**config.mk**
```make
export PLATFORM = sky130hd
export DESIGN_NAME = crate_controller_register_front
export DESIGN_NICKNAME = d
export VERILOG_FILES = /design/src/crate_front_pkg.sv /design/src/crate_controller_register_front.sv
export SDC_FILE = /design/constraint.sdc
export NUM_CORES = 1
export LEC_CHECK = 0
export BUFFER_PORTS_ARGS = -buffer_cell sky130_fd_sc_hd__buf_2
export CAP_MARGIN = 10
export CORE_ASPECT_RATIO = 1.5
export CORE_MARGIN = 5
export CORE_UTILIZATION = 40
export DETAILED_ROUTE_END_ITERATION = 8
export GPL_TIMING_DRIVEN = 0
export PLACE_DENSITY_LB_ADDON = 0.1
export SLEW_MARGIN = 20
export SYNTH_ARGS = -nofsm -noshare
export SYNTH_HDL_FRONTEND = slang
export SYNTH_SLANG_ARGS = --single-unit
```
**constraint.sdc**
```tcl
create_clock -name core_clk -period 8.15 [get_ports core_clk]
set_input_delay 0.4075 -clock core_clk [delete_from_list [all_inputs] [get_ports core_clk]]
set_output_delay 0.4075 -clock core_clk [all_outputs]
set_load 0.03 [all_outputs]
```
**src/crate_front_pkg.sv**
```systemverilog
// Constants, address map and types shared by the crate controller register front
package crate_front_pkg;
    localparam int CLK_PERIOD_NS = 10;
    localparam int PULSE_NS = 150;
    localparam int PULSE_CYCLES = (PULSE_NS + CLK_PERIOD_NS - 1) / CLK_PERIOD_NS;
    localparam int HALF_SEC_NS = 500000000;
    localparam int HALF_SEC_CYCLES = HALF_SEC_NS / CLK_PERIOD_NS;

    localparam logic [2:0] TGT_ACTION_BLOCK = 3'h1;
    localparam logic [2:0] TGT_PRIMARY = 3'h2;
    localparam logic [2:0] TGT_AUXILIARY = 3'h3;
    localparam logic [2:0] TGT_CMD_GEN = 3'h4;
    localparam logic [2:0] TGT_OUT_BUF = 3'h5;
    localparam logic [7:0] ACTION_ADDR = 8'h01;

    localparam int ACT_RUN_BIT = 0;
    localparam int ACT_HOST_TRIG_BIT = 1;
    localparam int ACT_CLEAR_BIT = 2;
    localparam int ACT_SPARE_BIT = 3;
    localparam int ACT_AUX_BIT = 4;
    localparam logic [15:0] ACTION_RESET = 16'h0000;

    localparam logic [4:0] SELF_STATION = 5'h19;
    localparam logic [4:0] FN_READ = 5'h00;
    localparam logic [4:0] FN_WRITE = 5'h10;

    localparam logic [3:0] SA_FW_ID = 4'h0;
    localparam logic [3:0] SA_GLOBAL_MODE = 4'h1;
    localparam logic [3:0] SA_DELAYS = 4'h2;
    localparam logic [3:0] SA_PERIODIC = 4'h3;
    localparam logic [3:0] SA_INDICATOR_SEL = 4'h4;
    localparam logic [3:0] SA_OUTPUT_SEL = 4'h5;
    localparam logic [3:0] SA_DEVICE_SEL = 4'h6;
    localparam logic [3:0] SA_GEN_ONE = 4'h7;
    localparam logic [3:0] SA_GEN_TWO = 4'h8;
    localparam logic [3:0] SA_SREQ_MASK = 4'h9;
    localparam logic [3:0] SA_SREQ_LINES = 4'ha;
    localparam logic [3:0] SA_COUNTER_ONE = 4'hb;
    localparam logic [3:0] SA_COUNTER_TWO = 4'hc;
    localparam logic [3:0] SA_EXT_DELAYS = 4'hd;
    localparam logic [3:0] SA_HOST_BUF = 4'he;
    localparam logic [3:0] SA_NOTEPAD = 4'hf;

    localparam logic [31:0] MASK_16 = 32'h0000ffff;
    localparam logic [31:0] MASK_24 = 32'h00ffffff;
    localparam logic [31:0] MASK_32 = 32'hffffffff;
    localparam logic [31:0] MASK_NONE = 32'h00000000;
    localparam logic [31:0] CFG_RESET = 32'h00000000;

    localparam int FW_MONTH_POS = 29;
    localparam int FW_YEAR_POS = 24;
    localparam int FW_BETA_POS = 16;
    localparam int FW_MAJOR_POS = 8;
    localparam int FW_MINOR_POS = 0;

    localparam int EVT_NUM_LSB = 0;
    localparam int TIME_LSB = 16;
    localparam int SEL_STRIDE = 8;
    localparam int SEL_INVERT_OFS = 4;
    localparam int GEN_DELAY_LSB = 0;
    localparam int GEN_WIDTH_LSB = 16;

    localparam logic [1:0] SRC_ACQUIRE = 2'h0;
    localparam logic [1:0] SRC_EVENT = 2'h1;
    localparam logic [1:0] SRC_GEN_ONE = 2'h2;
    localparam logic [1:0] SRC_GEN_TWO = 2'h3;
    localparam logic [1:0] TRIG_INPUT_ONE = 2'h0;
    localparam logic [1:0] TRIG_HOST = 2'h1;
    localparam logic [1:0] TRIG_EVENT = 2'h2;
    localparam int GREEN_POS = 8;
    localparam logic [2:0] GREEN_ACQUIRE = 3'h0;
    localparam logic [2:0] GREEN_INPUT_ONE = 3'h1;
    localparam logic [2:0] GREEN_HOST_TRIG = 3'h3;

    typedef enum logic [2:0] {
        GEN_IDLE = 3'b001,
        GEN_DELAY = 3'b010,
        GEN_GATE = 3'b100
    } gen_state_e;
endpackage : crate_front_pkg

```
**src/crate_controller_register_front.sv**
```systemverilog
// Register front end of a crate controller: target decode, action register, register file
// Summary of operation
// - Targets decoded by address: action block 1, stacks 2 and 3, generator 4, buffer 5.
// - Primary sequence is started on every event trigger during acquisition.
// - Auxiliary sequence also runs periodically, by event count or elapsed time.
// - Action block holds only the action register at address 0x01.
// - Action bit 0 set enters acquisition; cleared leaves it.
// - Primary start comes from logic input one or masked service request lines.
// - Writing one to action bit 1 makes a 150 ns host trigger pulse.
// - Host trigger can feed either gate generator and green indicator; logic outputs see it only through a generator.
// - Writing one to action bit 2 clears internal sequencing registers.
// - Action bit 4 starts auxiliary sequence only when acquiring and loaded.
// - Action bits 1 to 3 clear themselves 150 ns after a write of one.
// - Register file holds firmware identifier plus eleven parameter words.
// - Three read-only words return counter values and service request lines.
// - Station 25 function 0 reads, function 16 writes; subaddress picks register.
// - All reads return 32 bits; mode and delays writes keep 16 bits.
// - Subaddress 0xF returns the 32-bit broadcast notepad on read.
// - Identifier packs month, year, beta, major and minor revision fields.
`timescale 1ns/10ps
module crate_controller_register_front
    import crate_front_pkg::*;
#(
    // Identifier field values are arbitrary
    parameter logic [2:0] FW_MONTH = 3'h1,
    parameter logic [4:0] FW_YEAR = 5'h01,
    parameter logic [7:0] FW_BETA = 8'h00,
    parameter logic [7:0] FW_MAJOR = 8'h01,
    parameter logic [7:0] FW_MINOR = 8'h00,
    parameter int HALF_SEC_TICKS = HALF_SEC_CYCLES
) (
    input wire logic core_clk,
    input wire logic rstn,
    input wire logic req_valid,
    input wire logic [2:0] req_target,
    input wire logic req_write,
    input wire logic [7:0] req_addr,
    input wire logic [4:0] req_station,
    input wire logic [4:0] req_function,
    input wire logic [3:0] req_subaddr,
    input wire logic [31:0] req_wdata,
    input wire logic logic_input_one,
    input wire logic [23:0] service_request_in,
    input wire logic [31:0] counter_one_in,
    input wire logic [31:0] counter_two_in,
    input wire logic [31:0] broadcast_map_in,
    input wire logic aux_loaded,
    output logic resp_valid,
    output logic [31:0] resp_data,
    output logic primary_stack_strobe,
    output logic auxiliary_stack_strobe,
    output logic dataway_cmd_strobe,
    output logic out_buffer_strobe,
    output logic acquire,
    output logic primary_start,
    output logic aux_start,
    output logic host_trigger,
    output logic clear_pulse,
    output logic spare_pulse,
    output logic [1:0] gate_out,
    output logic [2:0] logic_outputs,
    output logic green_indicator
);
    localparam logic [31:0] FW_WORD = {FW_MONTH, FW_YEAR, FW_BETA, FW_MAJOR, FW_MINOR};
    localparam logic [4:0] PULSE_LOAD = 5'(PULSE_CYCLES);

    function automatic logic [31:0] write_mask(input logic [3:0] sa);
        case (sa)
            SA_GLOBAL_MODE, SA_DELAYS: write_mask = MASK_16;
            SA_PERIODIC, SA_SREQ_MASK: write_mask = MASK_24;
            SA_INDICATOR_SEL, SA_OUTPUT_SEL, SA_DEVICE_SEL, SA_GEN_ONE, SA_GEN_TWO,
            SA_EXT_DELAYS, SA_HOST_BUF: write_mask = MASK_32;
            default: write_mask = MASK_NONE;
        endcase
    endfunction : write_mask

    function automatic logic [1:0] sel_code(input logic [31:0] w, input int slot);
        sel_code = w[slot * SEL_STRIDE +: 2];
    endfunction : sel_code

    logic action_hit;
    logic action_wr;
    logic self_cmd;
    logic self_rd;
    logic self_wr;
    logic [31:0] cfg_reg [0:15];
    logic [31:0] rd_word;
    logic run_reg;
    logic [2:0] pulse_reg;
    logic [4:0] pulse_cnt [1:3];
    logic [2:0] pulse_load;
    logic input_one_d;
    logic sreq_match_d;
    logic sreq_match;
    logic event_trig;
    logic aux_soft;
    logic aux_by_count;
    logic aux_by_time;
    logic [15:0] evt_cnt;
    logic [31:0] tick_cnt;
    logic [7:0] half_cnt;
    logic tick_wrap;
    logic [15:0] evt_num;
    logic [7:0] time_num;
    logic [1:0] gen_q;

    assign action_hit = req_valid && req_target == TGT_ACTION_BLOCK && req_addr == ACTION_ADDR;
    assign action_wr = action_hit && req_write;
    assign self_cmd = req_valid && req_target == TGT_CMD_GEN && req_station == SELF_STATION;
    assign self_rd = self_cmd && req_function == FN_READ;
    assign self_wr = self_cmd && req_function == FN_WRITE;
    assign evt_num = cfg_reg[SA_PERIODIC][EVT_NUM_LSB +: 16];
    assign time_num = cfg_reg[SA_PERIODIC][TIME_LSB +: 8];

    // Parameter words; read-only locations get an empty mask and are never stored
    always_ff @(posedge core_clk or negedge rstn) begin
        if (!rstn) begin
            for (int i = 0; i < 16; i++) begin
                cfg_reg[i] <= CFG_RESET;
            end
        end else if (self_wr) begin
            cfg_reg[req_subaddr] <= req_wdata & write_mask(req_subaddr);
        end
    end

    always_comb begin
        case (req_subaddr)
            SA_FW_ID: rd_word = FW_WORD;
            SA_SREQ_LINES: rd_word = {8'h00, service_request_in};
            SA_COUNTER_ONE: rd_word = counter_one_in;
            SA_COUNTER_TWO: rd_word = counter_two_in;
            SA_NOTEPAD: rd_word = broadcast_map_in;
            default: rd_word = cfg_reg[req_subaddr];
        endcase
    end

    // Answers: action register or register-file word, zero for other action block addresses
    always_ff @(posedge core_clk or negedge rstn) begin
        if (!rstn) begin
            resp_valid <= 1'b0;
            resp_data <= 32'h00000000;
        end else begin
            resp_valid <= req_valid && !req_write && (req_target == TGT_ACTION_BLOCK || self_rd);
            if (req_valid && !req_write && req_target == TGT_ACTION_BLOCK) begin
                resp_data <= action_hit ? {16'h0000, 11'h000, 1'b0, pulse_reg, run_reg} : 32'h00000000;
            end else if (self_rd) begin
                resp_data <= rd_word;
            end
        end
    end

    // Forwarded targets
    always_ff @(posedge core_clk or negedge rstn) begin
        if (!rstn) begin
            primary_stack_strobe <= 1'b0;
            auxiliary_stack_strobe <= 1'b0;
            dataway_cmd_strobe <= 1'b0;
            out_buffer_strobe <= 1'b0;
        end else begin
            primary_stack_strobe <= req_valid && req_target == TGT_PRIMARY;
            auxiliary_stack_strobe <= req_valid && req_target == TGT_AUXILIARY;
            dataway_cmd_strobe <= req_valid && req_target == TGT_CMD_GEN && !self_cmd;
            out_buffer_strobe <= req_valid && req_target == TGT_OUT_BUF;
        end
    end

    always_ff @(posedge core_clk or negedge rstn) begin
        if (!rstn) begin
            run_reg <= 1'b0;
            acquire <= 1'b0;
        end else begin
            if (action_wr) begin
                run_reg <= req_wdata[ACT_RUN_BIT];
                acquire <= req_wdata[ACT_RUN_BIT];
            end
        end
    end

    // Self-clearing pulse bits; a new write of one restarts the full width
    genvar p;
    generate
        for (p = 1; p <= 3; p++) begin : g_pulse
            assign pulse_load[p-1] = action_wr && req_wdata[p];
            always_ff @(posedge core_clk or negedge rstn) begin
                if (!rstn) begin
                    pulse_cnt[p] <= 5'h00;
                    pulse_reg[p-1] <= 1'b0;
                end else if (pulse_load[p-1]) begin
                    pulse_cnt[p] <= PULSE_LOAD;
                    pulse_reg[p-1] <= 1'b1;
                end else if (pulse_cnt[p] != 5'h00) begin
                    pulse_cnt[p] <= pulse_cnt[p] - 5'h01;
                    pulse_reg[p-1] <= pulse_cnt[p] > 5'h01;
                end
            end
        end
    endgenerate
    assign host_trigger = pulse_reg[ACT_HOST_TRIG_BIT-1];
    assign clear_pulse = pulse_reg[ACT_CLEAR_BIT-1];
    assign spare_pulse = pulse_reg[ACT_SPARE_BIT-1];

    assign sreq_match = |(service_request_in & cfg_reg[SA_SREQ_MASK][23:0]);
    assign event_trig = run_reg && ((logic_input_one && !input_one_d) || (sreq_match && !sreq_match_d));
    always_ff @(posedge core_clk or negedge rstn) begin
        if (!rstn) begin
            input_one_d <= 1'b0;
            sreq_match_d <= 1'b0;
            primary_start <= 1'b0;
        end else begin
            input_one_d <= logic_input_one;
            sreq_match_d <= sreq_match;
            primary_start <= event_trig;
        end
    end

    // Auxiliary starts: software, event count or timer, whichever comes first
    assign aux_soft = action_wr && req_wdata[ACT_AUX_BIT] && run_reg && aux_loaded;
    assign tick_wrap = tick_cnt == 32'(HALF_SEC_TICKS - 1);
    assign aux_by_count = evt_num != 16'h0000 && event_trig && evt_cnt + 16'h0001 >= evt_num;
    assign aux_by_time = time_num != 8'h00 && tick_wrap && half_cnt + 8'h01 >= time_num;
    always_ff @(posedge core_clk or negedge rstn) begin
        if (!rstn) begin
            aux_start <= 1'b0;
            evt_cnt <= 16'h0000;
            tick_cnt <= 32'h00000000;
            half_cnt <= 8'h00;
        end else begin
            aux_start <= aux_soft || (run_reg && aux_loaded && (aux_by_count || aux_by_time));
            if (!run_reg || pulse_load[ACT_CLEAR_BIT-1] || aux_start) begin
                evt_cnt <= 16'h0000;
                tick_cnt <= 32'h00000000;
                half_cnt <= 8'h00;
            end else begin
                if (event_trig) begin
                    evt_cnt <= evt_cnt + 16'h0001;
                end
                tick_cnt <= tick_wrap ? 32'h00000000 : tick_cnt + 32'h00000001;
                if (tick_wrap) begin
                    half_cnt <= half_cnt + 8'h01;
                end
            end
        end
    end

    // Two delay-and-gate generators
    genvar g;
    generate
        for (g = 0; g < 2; g++) begin : g_gen
            gen_state_e state;
            logic [15:0] cnt;
            logic trig;
            logic [31:0] timing;
            assign timing = cfg_reg[SA_GEN_ONE + 4'(g)];
            always_comb begin
                case (sel_code(cfg_reg[SA_DEVICE_SEL], g))
                    TRIG_INPUT_ONE: trig = logic_input_one && !input_one_d;
                    TRIG_HOST: trig = pulse_load[ACT_HOST_TRIG_BIT-1];
                    TRIG_EVENT: trig = event_trig;
                    default: trig = 1'b0;
                endcase
            end
            always_ff @(posedge core_clk or negedge rstn) begin
                if (!rstn) begin
                    state <= GEN_IDLE;
                    cnt <= 16'h0000;
                    gen_q[g] <= 1'b0;
                end else if (pulse_load[ACT_CLEAR_BIT-1]) begin
                    state <= GEN_IDLE;
                    cnt <= 16'h0000;
                    gen_q[g] <= 1'b0;
                end else begin
                    case (state)
                        GEN_IDLE: begin
                            if (trig) begin
                                state <= GEN_DELAY;
                                cnt <= timing[GEN_DELAY_LSB +: 16];
                            end
                        end
                        GEN_DELAY: begin
                            if (cnt == 16'h0000) begin
                                state <= GEN_GATE;
                                cnt <= timing[GEN_WIDTH_LSB +: 16];
                                gen_q[g] <= 1'b1;
                            end else begin
                                cnt <= cnt - 16'h0001;
                            end
                        end
                        GEN_GATE: begin
                            if (cnt == 16'h0000) begin
                                state <= GEN_IDLE;
                                gen_q[g] <= 1'b0;
                            end else begin
                                cnt <= cnt - 16'h0001;
                            end
                        end
                        default: begin
                            state <= GEN_IDLE;
                            gen_q[g] <= 1'b0;
                        end
                    endcase
                end
            end
        end
    endgenerate
    assign gate_out = gen_q;

    // Logic outputs and green indicator
    genvar o;
    generate
        for (o = 0; o < 3; o++) begin : g_out
            logic src;
            always_comb begin
                case (sel_code(cfg_reg[SA_OUTPUT_SEL], o))
                    SRC_ACQUIRE: src = run_reg;
                    SRC_EVENT: src = event_trig;
                    SRC_GEN_ONE: src = gen_q[0];
                    SRC_GEN_TWO: src = gen_q[1];
                    default: src = 1'b0;
                endcase
            end
            always_ff @(posedge core_clk or negedge rstn) begin
                if (!rstn) begin
                    logic_outputs[o] <= 1'b0;
                end else begin
                    logic_outputs[o] <= src ^ cfg_reg[SA_OUTPUT_SEL][o * SEL_STRIDE + SEL_INVERT_OFS];
                end
            end
        end
    endgenerate

    always_ff @(posedge core_clk or negedge rstn) begin
        if (!rstn) begin
            green_indicator <= 1'b0;
        end else begin
            case (cfg_reg[SA_INDICATOR_SEL][GREEN_POS +: 3])
                GREEN_ACQUIRE: green_indicator <= run_reg;
                GREEN_INPUT_ONE: green_indicator <= logic_input_one;
                GREEN_HOST_TRIG: green_indicator <= pulse_reg[ACT_HOST_TRIG_BIT-1];
                default: green_indicator <= 1'b0;
            endcase
        end
    end
endmodule : crate_controller_register_front

```
==> run metrics, run 1 <==
Max-cap violations=0; CTS H-tree lvls=3; FF+latch count, synth=672; Post-route DRC=0; number of buffers created by CTS=71; Synth Cell Area=32,270 µm²; max reg flops=448; drt wl/cell=27.78 µm; Slew headroom=10.71%; Worst VDD drop=0.1311 mV; largest fanout on the critical path=10; Synth area leader=dfrtp_1; P_int=0.006048 W; chip height=357.8 µm; Syn Area/Cell=10.36 µm²; total power=0.008728 W; core area=79,930 µm²; final hold vios=0; Initial Util=40.37%; initial antenna violation count=8; share of layout cells above drive strength 1=16.90%; most common cell in the synthesized netlist=dfrtp_1; Async SR Flop Fraction=100.0%; part of the power in registers=41.0%; total wire length=125.6 mm; Die X=241.9 µm; Max Slew Vio Count=0; register area=16,820 µm²; root buffer cell=clkbuf_16; Detail Route Antenna Nets=0; largest net degree at the start of global routing=102; top_reg_cell synth=dfrtp_1; Area after DPL=34,940 µm²; Cell variety after synth=76; clock share of power=39.4%; LEAKAGE=16.55 nW; wl on met1=47.45 mm; Hold Path Class=primary input to flop; share of the synthesized area in the top cell type=51.96%; Clock Pin Slew Worst Setup and Hold Paths=0.06 ns; CP endpoint kind=flop; fin area=37,450 µm²; top cells by area, synth=dfrtp_1 52%, mux4_2 11%, o21ai_0 8.6%; gr usage total=28.53%; Die ar.=86,560 µm²; CTS Sinks=672; final net count=3,657; port bufs=230; fillcell total=7,640; Final setup viols=0; fin crit period=4.522 ns; Post-Syn Nets=3,340; Clock Tree Buf Depth=3; DR pass1 iterations=6; Post-DP HPWL=98.48 mm; status=completed; PwrDens=233.1 nW/µm²; CP Class=primary input to flop; synth warn=0; Worst Path Arrival=5.01 ns; hold path depth=3; Worst-Margin Slew=1.339 ns; Post-Synthesis Cells=3,113; Tcrit/Tclk final=55.48%; Area Overhead vs Synth=16.05%; Sw Share=30.71%; synth cell count leaders=670 x dfrtp_1, 641 x nand2_1, 554 x o21ai_0; Layout Skew=0.02056 ns; Post-synth EDFFs=0; combinational power share=19.6%; met2 wire length=59.84 mm; routability cong.=0.9860; DR top layer=met5; total gr overflow=0; CP required=8.63 ns; post-cts resize count=0; CTS tree=yes; Initial DRC Count=2,104; Cell Rows=127; first-pass GRT wire length=183.1 mm; sequential share of the synthesized area=52.13%; RSZ-0062 raised after global routing=false; P_sw=0.002681 W; vias in the first global route=26.98k; fmax=221.1 MHz; metal3 WL=9.958 mm; kind of start point of the critical path=primary input; via density per instance=5.856; I/O pins=232; clock insertion delay at the later pin of the skew report=0.63 ns; FF-to-FF path depth=12; footprint of the multi-input gates=14,320 µm²; vias=26.48k
## layout make-up
cell class                      count  area share (%)
Clock buffer                       99           5.463
Antenna cell                        3         0.02005
Sequential cell                   672           44.91
Multi-Input combinational cell   2155           38.25
Tap cell                         1032           3.448
Inverter                           54          0.5413
Clock inverter                     30           1.043
Timing Repair Buffer              244           3.799
Buffer                            232           2.526
## path summary, 6_finish.rpt
check                                          from                            to  slack (ns)
max                                  req_subaddr[0]     resp_data[30]$_DFFE_PN0P_        3.63
min                                      aux_loaded           aux_start$_DFF_PN0_        0.04
max reg2reg                  evt_cnt[0]$_DFFE_PN0P_           aux_start$_DFF_PN0_        4.87
min reg2reg                cfg_reg[422]$_DFFE_PN0P_      cfg_reg[422]$_DFFE_PN0P_        0.47
max in group asynchronous                      rstn      cfg_reg[101]$_DFFE_PN0P_        6.10
min in group asynchronous                      rstn  g_gen[0].cnt[10]$_DFFE_PN0P_        0.26
## kinds of logic (layout without fill, tap and decap cells)
group,count (synthesis),count (layout),share of synthesized area [%]
compound gates,802,802,14.01
xor+xnor,89,89,2.416
fa+ha+maj,44,44,1.706
buf+inv,286,659,3.517
flops,672,672,52.13
mux,170,170,11.49
other cells,0,3,0
simple gates,1050,1050,14.74
## stage by stage
step | setup WS, ns | TNS (ns) | hold slack (ns) | utilization (%) | instances
4_1_cts | 3.756 | 0 | 0.01193 | 46.82 | 4517
3_3_place_gp | -7.484 | -4929.78 | 0.4558 | 43.42 | 4375
2_1_floorplan | 5.304 | 0 | 0.1119 | - | 3113
3_5_place_dp | 3.112 | 0 | 0.3212 | 43.71 | 4383
6_report | 3.628 | 0 | 0.03988 | 46.85 | 4521
5_1_grt | 3.606 | 0 | 0.03503 | 46.84 | 4518
## cells in the final DEF, fill, tap and decap left out, types with 8 or more instances in the layout
cell and count:
inv_1 52, nand4_1 22, ha_1 44, or3_1 22
nand2_1 641, o21ai_0 554, nor3_1 24, o21ai_1 17
mux2i_1 8, buf_2 261, bufinv_16 8, and3_1 17
and2_1 55, clkbuf_1 198, mux4_2 160, o31ai_1 12
xor2_1 50, nor2_1 101, xnor2_1 39, nor4_1 18
a22oi_1 64, clkbuf_16 74, clkbuf_8 10, dfrtp_1 670
nand3_1 81, nand2b_1 11, a211oi_1 13, clkinv_2 12
a21oi_1 72, nor2b_1 10
## what timing repair did
action | in CTS | in global routing
setup buffers | 0 | 0
hold buffers | 5 | 0
hold endpoints to repair | 40 | 0
## critical path, stage by stage
cell and delay (ns):
buf_2 0.18, buf_2 0.26, buf_2 0.39, buf_1 0.66
inv_1 0.16, ha_1 0.24, buf_4 0.15, and3_1 0.14
clkbuf_1 0.28, clkbuf_2 0.50, a222oi_1 0.92, a21boi_0 0.52
o21ai_0 0.15
## power by group through the flow
stage	logic (W)	clock network (W)	registers, W
floorplan	0.00111	0	0.00362
global placement	0.00166	0	0.00363
detailed placement	0.00169	0	0.00363
CTS	0.00170	0.00348	0.00357
global route	0.00187	0.00362	0.00359
finish	0.00171	0.00344	0.00358
## metal layers
metal / GRT usage (%) / vias up
met4: 15.94 / 4
li1: - / 11650
met1: 34.38 / 13430
met2: 47.49 / 1142
met3: 6.724 / 243
met5: 0 / -
Note: power is estimated with default switching activity, not from simulation.
==> run 2, diff against run 1 <==
==> constraint.sdc (replaced) <==
create_clock -name core_clk -period 4.32 [get_ports core_clk]
set_input_delay 0.216 -clock core_clk [delete_from_list [all_inputs] [get_ports core_clk]]
set_output_delay 0.216 -clock core_clk [all_outputs]
set_load 0.03 [all_outputs]
==> run 2 against run 1 <==
Sequential cell count unchanged. Highest routed layer unchanged. Routed wire length grew 0.35%. Critical endpoint is now resp_data[6]$_DFFE_PN0P_. Power is 89% higher. Largest cell class unchanged.
==> run metrics, run 2 (synthesis gave the netlist of run 1 again) <==
gr usage total=28.67% (+0.14 points); max reg flops=448 (unchanged); CTS tree=yes; Cell Rows=127 (unchanged); PwrDens=434.8 nW/µm² (+87%); routability cong.=0.9860 (unchanged); P_int=0.01144 W (+89%); largest fanout on the critical path=19 (+9); Area Overhead vs Synth=17.56%; Max-cap violations=0 (unchanged); Worst-Margin Slew=1.226 ns (-0.1138 ns); vias=26.75k (+1.1%); via density per instance=5.855 (about the same); final net count=3,705 (+1.3%); total gr overflow=0 (unchanged); status=completed; vias in the first global route=27.27k (+1.1%); DR pass1 iterations=6 (unchanged); CTS Sinks=672 (unchanged); Worst VDD drop=0.2451 mV (+87%); Tcrit/Tclk final=91.66%; Inst Count DP=4,383 (unchanged); post-cts resize count=0 (unchanged); port bufs=230 (unchanged); clock insertion delay at the later pin of the skew report=0.63 ns (about the same); LEAKAGE=16.76 nW (+1.2%); Post-Place Worst Slack=-0.5260 ns (-3.639 ns); core area=79,930 µm² (unchanged); fmax=252.5 MHz; largest net degree at the start of global routing=102 (unchanged); initial antenna violation count=9 (+1); fillcell total=7,587 (-0.69%); Detail Route Antenna Nets=0 (unchanged); clock share of power=39.4% (about the same); Post-DP HPWL=98.48 mm (unchanged); total wire length=126.0 mm (+0.35%); combinational power share=19.8% (+0.2 points); CP Class=primary input to flop; post-route setup slack=0.3602 ns (-3.268 ns); Max Slew Vio Count=0 (unchanged); Initial Util=40.37% (unchanged); total power=0.01649 W (+89%); Min Hold Slack=0.02145 ns (-0.01843 ns); Die ar.=86,560 µm² (unchanged); chip height=357.8 µm (unchanged); commonest non-fill, non-tap cell in the layout=dfrtp_1; first-pass GRT wire length=184.3 mm (+0.63%); I/O pins=232 (unchanged); P_sw=0.005058 W (+89%); part of the power in registers=40.9% (about the same); Final setup viols=0 (unchanged); CP required=4.79 ns (-3.84 ns); Post-route DRC=0 (unchanged); Worst Path Arrival=4.43 ns (-0.58 ns); Layout Skew=0.02067 ns (+0.0001120 ns); Sw Share=30.67% (-0.047 points); Slew headroom=18.30% (+7.6 points); Hold Path Class=primary input to flop; number of buffers created by CTS=71 (unchanged); Clock Pin Slew Worst Setup and Hold Paths=0.06 ns (about the same); non-filler instance count after layout=4,569 (+1.1%); fin crit period=3.960 ns; root buffer cell=clkbuf_16; RSZ-0062 raised after global routing=false; drt wl/cell=27.58 µm (-0.71%); CTS H-tree lvls=3 (unchanged); Area after DPL=34,940 µm² (unchanged); fin area=37,930 µm² (+1.3%); Clock Tree Buf Depth=3 (unchanged); Die X=241.9 µm (unchanged); kind of start point of the critical path=primary input; most frequent cells in the layout=670 x dfrtp_1, 641 x nand2_1, 554 x o21ai_0, 261 x buf_2, 198 x clkbuf_1; final hold vios=0 (unchanged); share of layout cells above drive strength 1=16.67% (-0.23 points); CP endpoint kind=flop; Initial DRC Count=2,370 (+13%)
-- run 2: cell count changes in the layout (fill, tap and decap cells not counted), sizes merged --
cell         change
dlygate4sd3     +49
buf              -1
-- run 2: repair_timing --
action                                  in CTS  in global routing
setup buffers                                0                  0
hold buffers                                54                  0
endpoints found under the hold margin      268                  0
endpoints found under the setup margin       0                  7
-- run 2: metrics by stage --
stage / TNS, ns / util, %
floorplan: 0 / -
global placement: -7414.71 / 43.42
detailed placement: -39.94 / 43.71
CTS: 0 / 47.43
global route: 0 / 47.45
finish: 0 / 47.46
-- run 2: final timing paths --
| check | start | endpoint | slack, ns | cells after the start |
|---|---|---|---|---|
| max in group asynchronous | rstn | cfg_reg[69]$_DFFE_PN0P_ | 2.46 | 5 |
| min reg2reg | cfg_reg[422]$_DFFE_PN0P_ | cfg_reg[422]$_DFFE_PN0P_ | 0.47 | 2 |
| min | req_wdata[1] | pulse_cnt[10]$_DFFE_PN0P_ | 0.02 | 3 |
| min in group asynchronous | rstn | g_gen[0].cnt[10]$_DFFE_PN0P_ | 0.07 | 2 |
| max reg2reg | evt_cnt[0]$_DFFE_PN0P_ | aux_start$_DFF_PN0_ | 1.01 | 12 |
| max | req_subaddr[0] | resp_data[6]$_DFFE_PN0P_ | 0.36 | 15 |
-- run 2: layer usage --
metal	vias up	share of wire, %	GRT usage (%)
met4	6	6.6	16.10
met5	-	0.033	0
met3	243	8.1	6.903
li1	11750	-	-
met2	1189	48	47.79
met1	13560	37	34.37
-- run 2: critical path: stages --
cell	delay, ns
buf_2	0.19
buf_2	0.26
buf_2	0.57
inv_1	0.15
ha_1	0.23
buf_4	0.15
and3_1	0.14
clkbuf_1	0.28
clkbuf_1	0.53
a22oi_1	0.28
dlygate4sd3_1	0.57
nand2_1	0.04
dlygate4sd3_1	0.57
a21oi_1	0.14
o21ai_0	0.09
-- run 2: layout make-up --
| type | count | area, µm² | share of cell area, % |
|---|---|---|---|
| antenna | 3 | 7.507 | 0.01979 |
| clock buffer | 99 | 2046 | 5.393 |
| buffer | 231 | 942.2 | 2.484 |
| inverter | 54 | 202.7 | 0.5344 |
| timing repair buffer | 293 | 1913 | 5.043 |
| sequential | 672 | 16820 | 44.34 |
| tap | 1032 | 1291 | 3.404 |
| multi-input combinational | 2155 | 14320 | 37.75 |
| clock inverter | 30 | 390.4 | 1.029 |
-- run 2: power groups by stage --
stage	clock network (W)	logic (W)	registers, W
after floorplan	0	0.00209	0.00683
after global placement	0	0.00313	0.00685
after global routing	0.00683	0.00356	0.00677
final	0.00649	0.00326	0.00674
after CTS	0.00657	0.00325	0.00674
after detailed placement	0	0.00320	0.00685
